[src/hw/serial_port_irq_dma_ctrl_cfg.svh]
// register offsets, field positions, reset values and limits of the serial port irq/dma block
// assumes a 32-bit apb with word-aligned registers
`ifndef SERIAL_PORT_IRQ_DMA_CTRL_CFG_SVH
`define SERIAL_PORT_IRQ_DMA_CTRL_CFG_SVH

`define SPC_ADDR_W          12
`define SPC_OFS_CTRL        12'h000
`define SPC_OFS_DMA_EN      12'h004
`define SPC_OFS_DMA_SET     12'h008
`define SPC_OFS_DMA_CLR     12'h00c
`define SPC_OFS_IRQ_RAW     12'h010
`define SPC_OFS_IRQ_MASK    12'h014
`define SPC_OFS_IRQ_MASKED  12'h018
`define SPC_OFS_IRQ_CLEAR   12'h01c
`define SPC_OFS_STATUS      12'h020
`define SPC_OFS_TX_DATA     12'h024
`define SPC_OFS_RX_DATA     12'h028

`define SPC_CTRL_EN_BIT     0
`define SPC_CTRL_WID_LSB    4
`define SPC_CTRL_WID_MSB    7
`define SPC_STAT_BUSY_BIT   0
`define SPC_STAT_EN_BIT     1

`define SPC_IRQ_TX_FIFO     0
`define SPC_IRQ_RX_FIFO     1
`define SPC_IRQ_RX_TIMEOUT  2
`define SPC_IRQ_RX_OVERRUN  3

`define SPC_RST_WID_M1      4'h7
`define SPC_RST_MASK        4'h0
`define SPC_RST_DMA         2'h0
`define SPC_WID_MIN_M1      4'h3
`define SPC_WORD_W          16

`endif

[src/hw/serial_port_irq_dma_pkg.sv]
// types shared by the serial port irq/dma control block
// assumes the cfg header fixes the bit positions that these structs mirror
package serial_port_irq_dma_pkg;

    // bit 0 tx fifo, bit 1 rx fifo, bit 2 rx timeout, bit 3 rx overrun
    typedef struct packed {
        logic rx_overrun_irq;
        logic rx_timeout_irq;
        logic rx_fifo_service_irq;
        logic tx_fifo_service_irq;
    } irq_vec_s;

    // bit 0 receive, bit 1 transmit
    typedef struct packed {
        logic tx_dma_enable;
        logic rx_dma_enable;
    } dma_en_s;

    typedef enum logic {
        APB_IDLE,
        APB_ACK
    } apb_phase_e;

endpackage

[src/hw/serial_port_irq_dma_ctrl.sv]
// interrupt, dma request enable and port enable control of a sync serial port, apb slave
// assumes the shifter datapath and fifos sit on the same clock and drive the status inputs
//
// Behaviour
// - separate independent rx and tx dma enables
// - dma disable clears only the named enables
// - one control bit enables/disables the port
// - four interrupt status bits in one field
// - per-source mask gates the interrupt output
// - raw and masked status both readable
// - write-one clear only for timeout and overrun
// - busy unless tx fifo and shifter empty
// - frame width 4..16, excess bits dropped
`include "serial_port_irq_dma_ctrl_cfg.svh"

module serial_port_irq_dma_ctrl #(
    parameter int WORD_W = `SPC_WORD_W
) (
    input  wire logic                   clk,
    input  wire logic                   arst_n,
    input  wire logic                   psel,
    input  wire logic                   penable,
    input  wire logic                   pwrite,
    input  wire logic [`SPC_ADDR_W-1:0] paddr,
    input  wire logic [31:0]            pwdata,
    output logic      [31:0]            prdata,
    output logic                        pready,
    output logic                        pslverr,
    input  wire logic                   tx_fifo_req,
    input  wire logic                   rx_fifo_req,
    input  wire logic                   rx_timeout_evt,
    input  wire logic                   rx_overrun_evt,
    input  wire logic                   tx_fifo_empty,
    input  wire logic                   shift_empty,
    input  wire logic [WORD_W-1:0]      rx_word,
    output logic                        rx_word_pop,
    output logic      [WORD_W-1:0]      tx_word,
    output logic                        tx_word_valid,
    output logic                        port_enable,
    output logic      [3:0]             width_m1,
    output logic                        rx_dma_enable,
    output logic                        tx_dma_enable,
    output logic                        busy,
    output logic                        irq
);

    // low width_m1+1 bits set
    function automatic logic [WORD_W-1:0] width_mask(input logic [3:0] wm1);
        logic [WORD_W-1:0] m;
        m = '0;
        for (int i = 0; i < WORD_W; i++) begin
            if (i <= int'(wm1)) begin
                m[i] = 1'b1;
            end
        end
        return m;
    endfunction

    serial_port_irq_dma_pkg::apb_phase_e phase_reg;
    serial_port_irq_dma_pkg::apb_phase_e phase_next;
    serial_port_irq_dma_pkg::irq_vec_s   raw_reg;
    serial_port_irq_dma_pkg::irq_vec_s   raw_next;
    serial_port_irq_dma_pkg::irq_vec_s   mask_reg;
    serial_port_irq_dma_pkg::irq_vec_s   masked;
    serial_port_irq_dma_pkg::irq_vec_s   clr_sel;
    serial_port_irq_dma_pkg::dma_en_s    dma_reg;
    serial_port_irq_dma_pkg::dma_en_s    dma_next;

    logic [31:0]       prdata_reg;
    logic              pready_reg;
    logic              pslverr_reg;
    logic              port_en_reg;
    logic [3:0]        wid_reg;
    logic [3:0]        wid_next;
    logic              busy_reg;
    logic              irq_reg;
    logic [WORD_W-1:0] tx_word_reg;
    logic              tx_valid_reg;
    logic              rx_pop_reg;

    wire               access    = psel && penable;
    wire               commit    = access && pready_reg;
    wire               wr_commit = commit && pwrite;
    wire               rd_commit = commit && !pwrite;
    wire [WORD_W-1:0]  wmask     = width_mask(wid_reg);

    wire hit_ctrl    = (paddr == `SPC_OFS_CTRL);
    wire hit_dma     = (paddr == `SPC_OFS_DMA_EN);
    wire hit_dma_set = (paddr == `SPC_OFS_DMA_SET);
    wire hit_dma_clr = (paddr == `SPC_OFS_DMA_CLR);
    wire hit_raw     = (paddr == `SPC_OFS_IRQ_RAW);
    wire hit_mask    = (paddr == `SPC_OFS_IRQ_MASK);
    wire hit_masked  = (paddr == `SPC_OFS_IRQ_MASKED);
    wire hit_clear   = (paddr == `SPC_OFS_IRQ_CLEAR);
    wire hit_status  = (paddr == `SPC_OFS_STATUS);
    wire hit_tx      = (paddr == `SPC_OFS_TX_DATA);
    wire hit_rx      = (paddr == `SPC_OFS_RX_DATA);
    wire mapped      = hit_ctrl || hit_dma || hit_dma_set || hit_dma_clr || hit_raw
                       || hit_mask || hit_masked || hit_clear || hit_status || hit_tx || hit_rx;

    // apb: first access cycle waits, pready rises on the second
    always_comb begin
        phase_next = phase_reg;
        case (phase_reg)
            serial_port_irq_dma_pkg::APB_IDLE: begin
                if (access) begin
                    phase_next = serial_port_irq_dma_pkg::APB_ACK;
                end
            end
            serial_port_irq_dma_pkg::APB_ACK: begin
                phase_next = serial_port_irq_dma_pkg::APB_IDLE;
            end
            default: begin
                phase_next = serial_port_irq_dma_pkg::APB_IDLE;
            end
        endcase
    end

    wire ack_now = (phase_reg == serial_port_irq_dma_pkg::APB_IDLE) && access;

    // read mux; write-only registers read as zero
    logic [31:0] rd_mux;
    always_comb begin
        rd_mux = 32'h0000_0000;
        if (hit_ctrl) begin
            rd_mux[`SPC_CTRL_EN_BIT] = port_en_reg;
            rd_mux[`SPC_CTRL_WID_MSB:`SPC_CTRL_WID_LSB] = wid_reg;
        end else if (hit_dma) begin
            rd_mux[1:0] = dma_reg;
        end else if (hit_raw) begin
            rd_mux[3:0] = raw_reg;
        end else if (hit_mask) begin
            rd_mux[3:0] = mask_reg;
        end else if (hit_masked) begin
            rd_mux[3:0] = masked;
        end else if (hit_status) begin
            rd_mux[`SPC_STAT_BUSY_BIT] = busy_reg;
            rd_mux[`SPC_STAT_EN_BIT]   = port_en_reg;
        end else if (hit_rx) begin
            rd_mux[WORD_W-1:0] = rx_word & wmask;
        end
    end

    // dma enables: set and clear act only on named bits
    always_comb begin
        dma_next = dma_reg;
        if (wr_commit && hit_dma) begin
            dma_next = pwdata[1:0];
        end else if (wr_commit && hit_dma_set) begin
            dma_next = dma_reg | pwdata[1:0];
        end else if (wr_commit && hit_dma_clr) begin
            dma_next = dma_reg & ~pwdata[1:0];
        end
    end

    // width field below the minimum is clamped rather than refused
    wire [3:0] wid_wr = pwdata[`SPC_CTRL_WID_MSB:`SPC_CTRL_WID_LSB];
    assign wid_next = (wid_wr < `SPC_WID_MIN_M1) ? `SPC_WID_MIN_M1 : wid_wr;

    // only timeout and overrun can be cleared; a new event beats the clear
    always_comb begin
        clr_sel = '0;
        if (wr_commit && hit_clear) begin
            clr_sel.rx_timeout_irq = pwdata[`SPC_IRQ_RX_TIMEOUT];
            clr_sel.rx_overrun_irq = pwdata[`SPC_IRQ_RX_OVERRUN];
        end
    end

    always_comb begin
        raw_next = raw_reg;
        raw_next.tx_fifo_service_irq = tx_fifo_req;
        raw_next.rx_fifo_service_irq = rx_fifo_req;
        raw_next.rx_timeout_irq = rx_timeout_evt
                                  || (raw_reg.rx_timeout_irq && !clr_sel.rx_timeout_irq);
        raw_next.rx_overrun_irq = rx_overrun_evt
                                  || (raw_reg.rx_overrun_irq && !clr_sel.rx_overrun_irq);
    end

    assign masked = raw_reg & mask_reg;

    always_ff @(posedge clk or negedge arst_n) begin
        if (!arst_n) begin
            phase_reg   <= serial_port_irq_dma_pkg::APB_IDLE;
            pready_reg  <= 1'b0;
            pslverr_reg <= 1'b0;
            prdata_reg  <= 32'h0000_0000;
        end else begin
            phase_reg   <= phase_next;
            pready_reg  <= ack_now;
            pslverr_reg <= ack_now && !mapped;
            prdata_reg  <= (ack_now && !pwrite) ? rd_mux : 32'h0000_0000;
        end
    end

    always_ff @(posedge clk or negedge arst_n) begin
        if (!arst_n) begin
            port_en_reg <= 1'b0;
            wid_reg     <= `SPC_RST_WID_M1;
        end else if (wr_commit && hit_ctrl) begin
            port_en_reg <= pwdata[`SPC_CTRL_EN_BIT];
            wid_reg     <= wid_next;
        end
    end

    always_ff @(posedge clk or negedge arst_n) begin
        if (!arst_n) begin
            dma_reg  <= `SPC_RST_DMA;
            mask_reg <= `SPC_RST_MASK;
            raw_reg  <= '0;
        end else begin
            dma_reg <= dma_next;
            raw_reg <= raw_next;
            if (wr_commit && hit_mask) begin
                mask_reg <= pwdata[3:0];
            end
        end
    end

    always_ff @(posedge clk or negedge arst_n) begin
        if (!arst_n) begin
            busy_reg <= 1'b0;
            irq_reg  <= 1'b0;
        end else begin
            busy_reg <= !(tx_fifo_empty && shift_empty);
            irq_reg  <= |masked;
        end
    end

    // upper bits of a transmit word are dropped here so the shifter never sees them
    always_ff @(posedge clk or negedge arst_n) begin
        if (!arst_n) begin
            tx_word_reg  <= '0;
            tx_valid_reg <= 1'b0;
            rx_pop_reg   <= 1'b0;
        end else begin
            tx_valid_reg <= wr_commit && hit_tx;
            rx_pop_reg   <= rd_commit && hit_rx;
            if (wr_commit && hit_tx) begin
                tx_word_reg <= pwdata[WORD_W-1:0] & wmask;
            end
        end
    end

    assign prdata        = prdata_reg;
    assign pready        = pready_reg;
    assign pslverr       = pslverr_reg;
    assign port_enable   = port_en_reg;
    assign width_m1      = wid_reg;
    assign rx_dma_enable = dma_reg.rx_dma_enable;
    assign tx_dma_enable = dma_reg.tx_dma_enable;
    assign busy          = busy_reg;
    assign irq           = irq_reg;
    assign tx_word       = tx_word_reg;
    assign tx_word_valid = tx_valid_reg;
    assign rx_word_pop   = rx_pop_reg;

    property p_dma_clear_named;
        @(posedge clk) disable iff (!arst_n)
        (wr_commit && hit_dma_clr)
        |=> (dma_reg == ($past(dma_reg) & ~$past(pwdata[1:0])));
    endproperty
    a_dma_clear_named: assert property (p_dma_clear_named)
        else $error("dma clear touched an unnamed enable");

    property p_dma_set_named;
        @(posedge clk) disable iff (!arst_n)
        (wr_commit && hit_dma_set)
        |=> (dma_reg == ($past(dma_reg) | $past(pwdata[1:0])));
    endproperty
    a_dma_set_named: assert property (p_dma_set_named)
        else $error("dma set did not or into enables");

    property p_port_enable;
        @(posedge clk) disable iff (!arst_n)
        (wr_commit && hit_ctrl) |=> (port_enable == $past(pwdata[0]));
    endproperty
    a_port_enable: assert property (p_port_enable)
        else $error("port enable did not follow control write");

    property p_event_sticky;
        @(posedge clk) disable iff (!arst_n)
        rx_timeout_evt ##1 !rx_timeout_evt && !(wr_commit && hit_clear)
        |=> raw_reg.rx_timeout_irq;
    endproperty
    a_event_sticky: assert property (p_event_sticky)
        else $error("timeout status lost without clear");

    property p_clear_timeout;
        @(posedge clk) disable iff (!arst_n)
        (wr_commit && hit_clear && pwdata[`SPC_IRQ_RX_TIMEOUT] && !rx_timeout_evt)
        |=> !raw_reg.rx_timeout_irq;
    endproperty
    a_clear_timeout: assert property (p_clear_timeout)
        else $error("timeout status survived clear");

    property p_fifo_not_clearable;
        @(posedge clk) disable iff (!arst_n)
        (wr_commit && hit_clear)
        |=> (raw_reg.tx_fifo_service_irq == $past(tx_fifo_req))
            && (raw_reg.rx_fifo_service_irq == $past(rx_fifo_req));
    endproperty
    a_fifo_not_clearable: assert property (p_fifo_not_clearable)
        else $error("fifo status altered by clear");

    property p_mask_blocks;
        @(posedge clk) disable iff (!arst_n)
        (mask_reg == 4'h0) [*2] |-> !irq;
    endproperty
    a_mask_blocks: assert property (p_mask_blocks)
        else $error("irq high with all sources masked");

    property p_irq_from_masked;
        @(posedge clk) disable iff (!arst_n)
        (masked != 4'h0) |=> irq;
    endproperty
    a_irq_from_masked: assert property (p_irq_from_masked)
        else $error("irq low with unmasked source set");

    property p_busy_idle;
        @(posedge clk) disable iff (!arst_n)
        (tx_fifo_empty && shift_empty) [*2] |-> !busy;
    endproperty
    a_busy_idle: assert property (p_busy_idle)
        else $error("busy while fifo and shifter empty");

    property p_tx_width;
        @(posedge clk) disable iff (!arst_n)
        tx_word_valid |-> ((tx_word & ~wmask) == '0);
    endproperty
    a_tx_width: assert property (p_tx_width)
        else $error("tx word carries bits above width");

    property p_ready_pulse;
        @(posedge clk) disable iff (!arst_n)
        pready |=> !pready;
    endproperty
    a_ready_pulse: assert property (p_ready_pulse)
        else $error("pready held over two cycles");

endmodule // serial_port_irq_dma_ctrl

[config.mk]
export PLATFORM = sky130hd
export DESIGN_NAME = serial_port_irq_dma_ctrl
export DESIGN_NICKNAME = d
export VERILOG_FILES = /design/src/hw/serial_port_irq_dma_pkg.sv /design/src/hw/serial_port_irq_dma_ctrl.sv
export VERILOG_INCLUDE_DIRS = /design/src /design/src/hw
export SDC_FILE = /design/constraint.sdc
export NUM_CORES = 1
export LEC_CHECK = 0
export BUFFER_PORTS_ARGS = -buffer_cell sky130_fd_sc_hd__clkbuf_2
export CAP_MARGIN = 25
export CORE_MARGIN = 2
export CORE_UTILIZATION = 38
export CTS_BUF_LIST = sky130_fd_sc_hd__clkbuf_8
export CTS_CLUSTER_SIZE = 16
export DETAILED_ROUTE_END_ITERATION = 12
export PLACE_DENSITY_LB_ADDON = 0.25
export SLEW_MARGIN = 15
export SYNTH_ARGS = -nofsm -noshare
export SYNTH_HDL_FRONTEND = slang
export SYNTH_SLANG_ARGS = --single-unit
[constraint.sdc]
create_clock -name clk -period 2.15 [get_ports clk]
set_input_delay 0.645 -clock clk [delete_from_list [all_inputs] [get_ports clk]]
set_output_delay 0.645 -clock clk [all_outputs]
set_load 0.05 [all_outputs]
==> flow_summary.yaml, run 1 <==
synth:
  syn_area_um2: 2679
  synth_fa_ha_area_frac: 0
  synth_edf_count: 0
  syn_area_per_cell_um2: 9.602
  synth_cell_type_count: 42
  synth-main-ff-cell: "dfrtp_1"
  synth_top_area_frac: 0.4671
  async_sr_flop_fraction: 1.000
  yosys.area_share.simple: 0.1948
  share_of_synthesized_area_spent_on_multiplexers: 0.04204
  synthXorXnorAreaFrac: 0
  syn_inst: 279
  synth_top_area_cell: "dfrtp_1"
  synth-seq-cells: 53
  largest_family_of_logic_cells_by_synthesized_area: "simple AND/OR/NAND/NOR gates"
  seq_area_frac_synth: 0.4965
  yosys_warnings: 0
  synth_compound_area_frac: 0.1882
  ys_top_cells_by_area: "dfrtp_1 47%, o21ai_0 8.4%, buf_4 4.5%"
setup_path:
  worstSetupPathDepth: 5
  timing.critical_path.cells: "clkbuf_2 -> or4_4 -> or4_4 -> a22o_1 -> a22o_1"
  r2r_cells: 4
  worst_ep_arrival_time_ps: 2200
  crit_type: "in -> reg"
  r2r_slack_ps: 440
  setup.worst_path.end_class: "flop"
  worstPathRequired_ps: 2350
  worst_setup_path_start_kind: "input port"
  critical_path.top_delay_family: "simple AND/OR/NAND/NOR gates"
  regToRegEndpoint: "width_m1[3]"
  r2r-start: "phase_reg"
  slowest_delay_ps: 550
  timing.critical_path.slowest_stage_cell: "or4_4"
  cp_num_buf_inv: 1
  crit_fanout: 2
floorplan:
  die_w_um: 87.96
  core_region_area_um2: 6794
  ios: 132
  design.die.area_um2: 7737
  initial_utilization: 0.3943
  die_y_um: 87.96
  floorplan.rows: 30
place:
  dpl.hpwl_um: 5553
  finalWeightedCongestion: 0.8722
  port-buffer-count: 99
global_route:
  grt-ovfl-total: 0
  largest_net_degree_at_the_start_of_global_routing: 54
  grt_pass1_wl_um: 11630
  first_global_vias: 2361
  total_track_usage: 0.1928
  antenna_found_initial: 0
finish:
  area_growth_syn_to_layout_pct: 30.36
  finish.net_count: 466
  fillers: 667
  n_antenna_cell: 0
  drive_gt1_frac: 0.3914
timing:
  fmax_mhz: 499.4
  tns_ps: 0
  finalHoldViolCount: 0
  grt_setup_unrepaired: "no"
  finalMaxSlewViolations: 0
  timing.final.crit_share: 0.9313
  final.min_clock_period_ps: 2002
  setup_viol: 0
  finClkSkew_ps: 5.004
clock_network:
  cts_tree: "done"
  cts_num_sinks: 53
  postCtsSetupBuffers: 0
  cts_hold_bufs: 0
  clk_pin_slew_worst_paths_ps: 100
  cts-buffers-inserted: 5
  cts_repair_resize_count: 0
  cts_htree_levels: 2
  cts_buffer_depth: 2
  insertion_delay_ps: 300
  root_cell_of_the_clock_tree: "clkbuf_8"
pwr:
  vdd_drop_max_mv: 0.2813
  power_per_cell_area_nw_per_um2: 517.9
  design_power_total_mw: 1.809
  cellLeakagePower_nw: 1.768
drt:
  dr.first_iter.drc_count: 138
  routed_via_density: 5.045
  postRouteAntennaNets: 0
  dr_total_vias: 2482
  route.final.wire_length_um: 7252
  drt_first_pass_iters: 4
  post-route-drc-count: 0
  avgRoutedWirePerCell_um: 14.74
run_status:
  status: "finished clean"
job:
  maxCapViolations: 0
hold_path:
  hold_class: "in -> async"
==> logic make-up (layout without fill, tap and decap cells) <==
kind of cell | Yosys count | after routing
mux | 10 | 10
simple gates | 92 | 92
flops | 53 | 53
buf+inv | 39 | 141
other cells | 1 | 16
compound gates | 84 | 84
==> cell usage after synthesis (2+ instances only) <==
master / number
o21bai_1: 2
or2_2: 5
a211oi_1: 2
nand4_1: 5
nand3_1: 8
dfstp_2: 3
nand3b_1: 3
clkbuf_1: 17
dfrtp_1: 50
o211ai_1: 5
a21oi_1: 8
or4_1: 2
nand2b_1: 6
a22oi_1: 2
a21o_1: 4
nand4b_1: 2
nor2_1: 16
nor3_1: 7
mux2_2: 10
a31oi_1: 3
inv_1: 6
o21ai_0: 45
and3_1: 7
a22o_1: 5
and2_1: 4
buf_4: 16
nor4_1: 2
nand2_1: 13
or3_1: 4
a21boi_0: 2
and4_1: 3
a32oi_1: 2
==> routing by layer <==
layer / track usage / share of wire
met5: 0 / 0
met4: 0.06014 / 0.0072
met3: 0.02828 / 0.046
met2: 0.3092 / 0.50
met1: 0.2704 / 0.45
==> stage by stage <==
| stage | cell area (um^2) | hold slack (ps) | util | std cells | worst slack [ps] |
|---|---|---|---|---|---|
| 6_report | 3492 | 312.4 | 0.5140 | 492 | 147.6 |
| 5_1_grt | 3492 | 335.7 | 0.5140 | 492 | 49.31 |
| 4_1_cts | 3492 | 320.5 | 0.5140 | 492 | 160.9 |
| 3_5_place_dp | 3406 | 499.8 | 0.5013 | 484 | -171.5 |
| 3_3_place_gp | 3406 | 490.6 | 0.5013 | 484 | -145.0 |
| 2_1_floorplan | 2739 | 349.4 | - | 294 | -35.67 |
==> where the power goes <==
group	leakage [nW]	internal, mW	switching (mW)	total [mW]
clock	0.0497	0.228	0.333	0.561
sequential	0.699	1.00	0.00435	1.01
combinational	1.02	0.0793	0.162	0.242
total	1.77	1.31	0.499	1.81
==> worst max-delay path by stage <==
| stage | from | end |
|---|---|---|
| 2_1_floorplan | paddr[7] | flop |
| 3_3_place_gp | paddr[7] | flop |
| 3_5_place_dp | paddr[7] | flop |
| 4_1_cts | paddr[7] | flop |
| 5_1_grt | paddr[7] | prdata[0] |
| 6_report | paddr[7] | flop |
==> cell type report <==
class	instances	area (um^2)	share of cell area
Multi-Input combinational cell	202	1202	0.3443
Clock buffer	5	68.82	0.01971
Inverter	6	22.52	0.006449
Sequential cell	53	1330	0.3809
Tap cell	96	120.1	0.03440
Clock inverter	3	17.52	0.005016
Timing Repair Buffer	127	730.7	0.2092
==> layout by cell type, fill, tap and decap left out, types with 4 or more instances in the layout <==
| master | count |
|---|---|
| mux2_2 | 10 |
| nand4_1 | 5 |
| nor3_1 | 7 |
| clkbuf_2 | 99 |
| o211ai_1 | 5 |
| dfrtp_1 | 50 |
| a22o_1 | 5 |
| nand3_1 | 8 |
| buf_4 | 26 |
| a21oi_1 | 8 |
| nand2b_1 | 6 |
| a21o_1 | 4 |
| clkbuf_8 | 5 |
| nor2_1 | 16 |
| and3_1 | 7 |
| o21ai_0 | 45 |
| inv_1 | 7 |
| and2_1 | 4 |
| or2_2 | 5 |
| nand2_1 | 13 |
| or3_1 | 4 |
| conb_1 | 16 |
Power figures use the tool's default switching activity.
==> inputs of run 2 (changes only) <==
--- a/config.mk
+++ b/config.mk
@@ -6,14 +6,15 @@
 export SDC_FILE = /design/constraint.sdc
 export NUM_CORES = 1
 export LEC_CHECK = 0
+export ABC_AREA = 1
 export BUFFER_PORTS_ARGS = -buffer_cell sky130_fd_sc_hd__clkbuf_2
 export CAP_MARGIN = 25
-export CORE_MARGIN = 2
 export CORE_UTILIZATION = 38
 export CTS_BUF_LIST = sky130_fd_sc_hd__clkbuf_8
 export CTS_CLUSTER_SIZE = 16
 export DETAILED_ROUTE_END_ITERATION = 12
 export PLACE_DENSITY_LB_ADDON = 0.25
+export RECOVER_POWER = 25
 export SLEW_MARGIN = 15
 export SYNTH_ARGS = -nofsm -noshare
 export SYNTH_HDL_FRONTEND = slang
==> flow_summary.yaml, run 2 <==
pwr:
  power.net_switching_mw: 0.4841
  power_per_cell_area_nw_per_um2: 525.7
  vdd_drop_max_mv: 0.2252
  cell_internal_pwr_mw: 1.287
  power_frac_comb: 0.118
  power.clock.fraction: 0.315
  sw_frac_of_total: 0.2733
  cellLeakagePower_nw: 1.838
  design_power_total_mw: 1.771
  seq_power_share: 0.568
clock_network:
  cts_buffer_depth: 2
  insertion_delay_ps: 300
  cts_htree_levels: 2
  clk_pin_slew_worst_paths_ps: 100
  root_cell_of_the_clock_tree: "clkbuf_8"
  cts-buffers-inserted: 5
  cts_hold_bufs: 0
  cts_tree: "done"
  postCtsSetupBuffers: 0
  cts_repair_resize_count: 0
  cts_num_sinks: 53
drt:
  postRouteAntennaNets: 0
  post-route-drc-count: 0
  routed_via_density: 4.723
  drt_first_pass_iters: 4
  route.final.wire_length_um: 6705
  dr_total_vias: 2475
  avgRoutedWirePerCell_um: 12.80
  dr.first_iter.drc_count: 103
synth:
  synth_cell_type_count: 30
  synth_top_cells_by_count: "73 x nand2_1, 50 x dfrtp_1, 28 x inv_1"
  synth.most_common_cell: "nand2_1"
  yosys_warnings: 0
  syn_inst: 317
  seq_area_frac_synth: 0.4910
  synth_edf_count: 0
  syn_area_um2: 2709
  synth_top_area_frac: 0.4619
  synth-main-ff-cell: "dfrtp_1"
  ys_top_cells_by_area: "dfrtp_1 46%, nand2_1 10%, o21ai_2 5.2%"
  syn_area_per_cell_um2: 8.545
  synth_top_area_cell: "dfrtp_1"
  async_sr_flop_fraction: 1.000
  synth-seq-cells: 53
floorplan:
  core_region_area_um2: 6832
  initial_utilization: 0.3965
  die_w_um: 86.43
  design.die.area_um2: 7470
  die_y_um: 86.43
  floorplan.rows: 30
  ios: 132
timing:
  timing.final.crit_share: 0.8761
  finalMaxSlewViolations: 0
  setup_viol: 0
  worst_slew_margin_rel: 0.3077
  final.min_clock_period_ps: 1884
  holdWs_ps: 335.1
  fmax_mhz: 530.9
  tns_ps: 0
  finalHoldViolCount: 0
  grt_setup_unrepaired: "no"
  finClkSkew_ps: 9.956
  worstMarginPinSlew_ps: 1039
job:
  maxCapViolations: 0
finish:
  area_growth_syn_to_layout_pct: 24.39
  top_library_cells_by_usage_in_the_layout_fill_and_taps_aside: "99 x clkbuf_2, 73 x nand2_1, 50 x dfrtp_1, 28 x inv_1, 27 x nor2_1"
  fillers: 708
  finish.net_count: 498
  drive_gt1_frac: 0.3575
  mostFrequentLayoutCell: "clkbuf_2"
  n_antenna_cell: 0
setup_path:
  critical_path.top_delay_family: "flip-flops"
  cp_num_buf_inv: 1
  worst_setup_path_start_kind: "flop"
  timing.critical_path.slowest_stage_cell: "dfstp_2"
  crit_fanout: 8
  timing.critical_path.cells: "clkbuf_2"
  crit_type: "reg -> out"
  setup.worst_path.end_class: "output port"
  slowest_delay_ps: 630
  worstPathRequired_ps: 1500
  worst_ep_arrival_time_ps: 1240
place:
  finalWeightedCongestion: 0.8538
  dpl.hpwl_um: 5439
  port-buffer-count: 99
global_route:
  total_track_usage: 0.1863
  largest_net_degree_at_the_start_of_global_routing: 24
  antenna_found_initial: 0
  grt_pass1_wl_um: 10650
  first_global_vias: 2252
  grt-ovfl-total: 0
run_status:
  status: "finished clean"
hold_path:
  hold_class: "in -> async"
[run 2: area by class of cell]
type	instances	area [um^2]	area share
timing repair buffer	108	555.5	0.1649
clock inverter	3	21.27	0.006313
inverter	32	121.4	0.03602
tap	96	120.1	0.03565
clock buffer	5	68.82	0.02042
multi-input combinational	227	1152	0.3420
sequential	53	1330	0.3947
[run 2: final timing paths]
check	startpoint	to	slack, ps	cells after the start
setup reg to reg	width_m1[3]	prdata[1]	490	8
min in group clk	rx_fifo_req	raw_reg[1]	440	1
hold reg to reg	tx_word[2]	tx_word[2]	490	2
max in group asynchronous	arst_n	prdata[0]	450	2
setup / recovery	width_m1[1]	width_m1[1]	270	1
hold / removal	arst_n	tx_word[7]	340	1
[run 2: logic make-up (layout without fill, tap and decap cells)]
group / count (synthesis) / in the layout / share of synthesized area
other: 1 / 16 / 0.001384
AOI/OAI and AO/OA: 51 / 51 / 0.1206
and+or+nand+nor: 160 / 160 / 0.2827
buffers and inverters: 52 / 148 / 0.1044
DFF: 53 / 53 / 0.4910
[run 2: power by group through the flow]
stage | clock network [mW] | logic, mW | registers [mW]
finish | 0.557 | 0.209 | 1.01
detailed placement | 0 | 0.212 | 1.03
floorplan | 0 | 0.131 | 1.04
CTS | 0.586 | 0.212 | 1.01
global route | 0.630 | 0.228 | 1.01
global placement | 0 | 0.211 | 1.03
[run 2: layer usage]
layer	global-route usage	share of wire	up-vias
li1	-	-	1224
met1	0.2453	0.45	1152
met2	0.3175	0.49	95
met3	0.03238	0.060	4
met4	0.05000	0.0066	0
met5	0	0	-
[run 2: through the flow]
| stage | setup WS [ps] | cell area [um^2] | cells | util |
|---|---|---|---|---|
| after floorplan | 430.2 | 2765 | 332 | - |
| after global placement | 175.1 | 3287 | 516 | 0.4811 |
| after detailed placement | 159.4 | 3287 | 516 | 0.4811 |
| after CTS | 249.2 | 3377 | 524 | 0.4943 |
| after global routing | 154.0 | 3369 | 524 | 0.4932 |
| final | 266.4 | 3369 | 524 | 0.4932 |
==> inputs of run 3 (changes only) <==
--- a/config.mk
+++ b/config.mk
@@ -8,7 +8,6 @@
 export LEC_CHECK = 0
 export ABC_AREA = 1
 export BUFFER_PORTS_ARGS = -buffer_cell sky130_fd_sc_hd__clkbuf_2
-export CAP_MARGIN = 25
 export CORE_UTILIZATION = 38
 export CTS_BUF_LIST = sky130_fd_sc_hd__clkbuf_8
 export CTS_CLUSTER_SIZE = 16
==> constraint.sdc (replaced) <==
create_clock -name clk -period 1.9 [get_ports clk]
set_input_delay 0.57 -clock clk [delete_from_list [all_inputs] [get_ports clk]]
set_output_delay 0.57 -clock clk [all_outputs]
set_load 0.05 [all_outputs]
==> flow_summary.yaml, run 3 (same netlist as run 2, synthesis figures left out) <==
timing:
  post-route-worst-setup-slack_ps: 82.27
  finalHoldViolCount: 0
  worst_slew_margin_rel: 0.1489
  worstMarginPinSlew_ps: 1277
  final.min_clock_period_ps: 1818
  tns_ps: 0
  setup_viol: 0
  fmax_mhz: 550.1
  timing.final.crit_share: 0.9567
  finClkSkew_ps: 10.82
  finalMaxSlewViolations: 0
  holdWs_ps: 359.5
  grt_setup_unrepaired: "no"
pwr:
  power_per_cell_area_nw_per_um2: 586.3
  vdd_drop_max_mv: 0.2595
  design_power_total_mw: 2.011
  cellLeakagePower_nw: 1.880
setup_path:
  crit_fanout: 8
  worstPathRequired_ps: 1330
  setup.worst_path.end_class: "output port"
  worst_setup_path_start_kind: "flop"
  worst_ep_arrival_time_ps: 1250
  timing.critical_path.cells: "clkbuf_2"
  cp_num_buf_inv: 1
  crit_type: "reg -> out"
  slowest_delay_ps: 630
  timing.critical_path.slowest_stage_cell: "dfstp_2"
  critical_path.top_delay_family: "flip-flops"
finish:
  drive_gt1_frac: 0.3687
  n_antenna_cell: 0
  area_growth_syn_to_layout_pct: 26.61
  mostFrequentLayoutCell: "clkbuf_2"
  finish.cell_count_without_fillers: 530
  multiInputGateArea_um2: 1152
  final-seq-area_um2: 1330
  finish.net_count: 504
  layout.core_utilization: 0.5020
  fillers: 712
  top_library_cells_by_usage_in_the_layout_fill_and_taps_aside: "100 x clkbuf_2, 73 x nand2_1, 50 x dfrtp_1, 29 x inv_1, 27 x nor2_1"
  final_cell_area_um2: 3430
global_route:
  largest_net_degree_at_the_start_of_global_routing: 54
  antenna_found_initial: 0
  grt_pass1_wl_um: 11030
  first_global_vias: 2264
  grt-ovfl-total: 0
  total_track_usage: 0.1914
hold_path:
  hold_class: "in -> reg"
drt:
  dr_total_vias: 2529
  avgRoutedWirePerCell_um: 12.93
  postRouteAntennaNets: 0
  routed_via_density: 4.772
  drt_first_pass_iters: 4
  dr.first_iter.drc_count: 114
  route.final.wire_length_um: 6855
  post-route-drc-count: 0
clock_network:
  cts_repair_resize_count: 0
  postCtsSetupBuffers: 0
  cts_tree: "done"
  cts_htree_levels: 2
  cts-buffers-inserted: 5
  insertion_delay_ps: 310
  clk_pin_slew_worst_paths_ps: 100
  cts_hold_bufs: 0
  root_cell_of_the_clock_tree: "clkbuf_8"
  cts_buffer_depth: 2
  cts_num_sinks: 53
place:
  port-buffer-count: 99
  dpl.hpwl_um: 5406
  placement.setup.worst_slack_ps: -19.03
  place_inst: 522
  placed_area_um2: 3357
  finalWeightedCongestion: 0.8374
floorplan:
  core_region_area_um2: 6832
  floorplan.rows: 30
  initial_utilization: 0.3965
  die_y_um: 86.43
  ios: 132
  design.die.area_um2: 7470
  die_w_um: 86.43
run_status:
  status: "finished clean"
job:
  maxCapViolations: 0
[run 3: area by class of cell]
cell class	instances	area share
Clock buffer	5	0.02007
Multi-Input combinational cell	227	0.3360
Inverter	32	0.03539
Clock inverter	3	0.005472
Timing Repair Buffer	114	0.1802
Sequential cell	53	0.3878
Tap cell	96	0.03502
[run 3: final timing paths]
| kind | cells after the start | start | to | slack (ps) |
|---|---|---|---|---|
| min reg2reg | 2 | tx_word[1] | tx_word[1] | 490 |
| max | 1 | width_m1[1] | width_m1[1] | 80 |
| min | 1 | tx_fifo_req | raw_reg[0] | 360 |
| max in group asynchronous | 2 | arst_n | mask_reg[2] | 520 |
| max reg2reg | 8 | width_m1[2] | prdata[1] | 400 |
| min in group asynchronous | 2 | arst_n | raw_reg[2] | 610 |
[run 3: power breakdown]
group | switching, mW | internal [mW] | total [mW]
registers | 0.00464 | 1.13 | 1.14
clock network | 0.381 | 0.255 | 0.636
logic | 0.173 | 0.0638 | 0.237
total | 0.559 | 1.45 | 2.01
[run 3: routing by layer]
metal  part of all wire  track usage  vias to the layer above  wire, um
met1               0.46       0.2514                     1185      3158
met2               0.47       0.3283                       96      3248
met5                  0            0                        -         0
met4              0.013      0.05000                        0        88
li1                   -            -                     1238         -
met3              0.052      0.03238                       10       359
[run 3: worst register-to-register path, delay by kind of cell, from the launching register on]
family / cells / cell delay, ps
AND/OR/NAND/NOR: 7 / 850
flip-flops: 1 / 400
buffers and inverters: 1 / 150
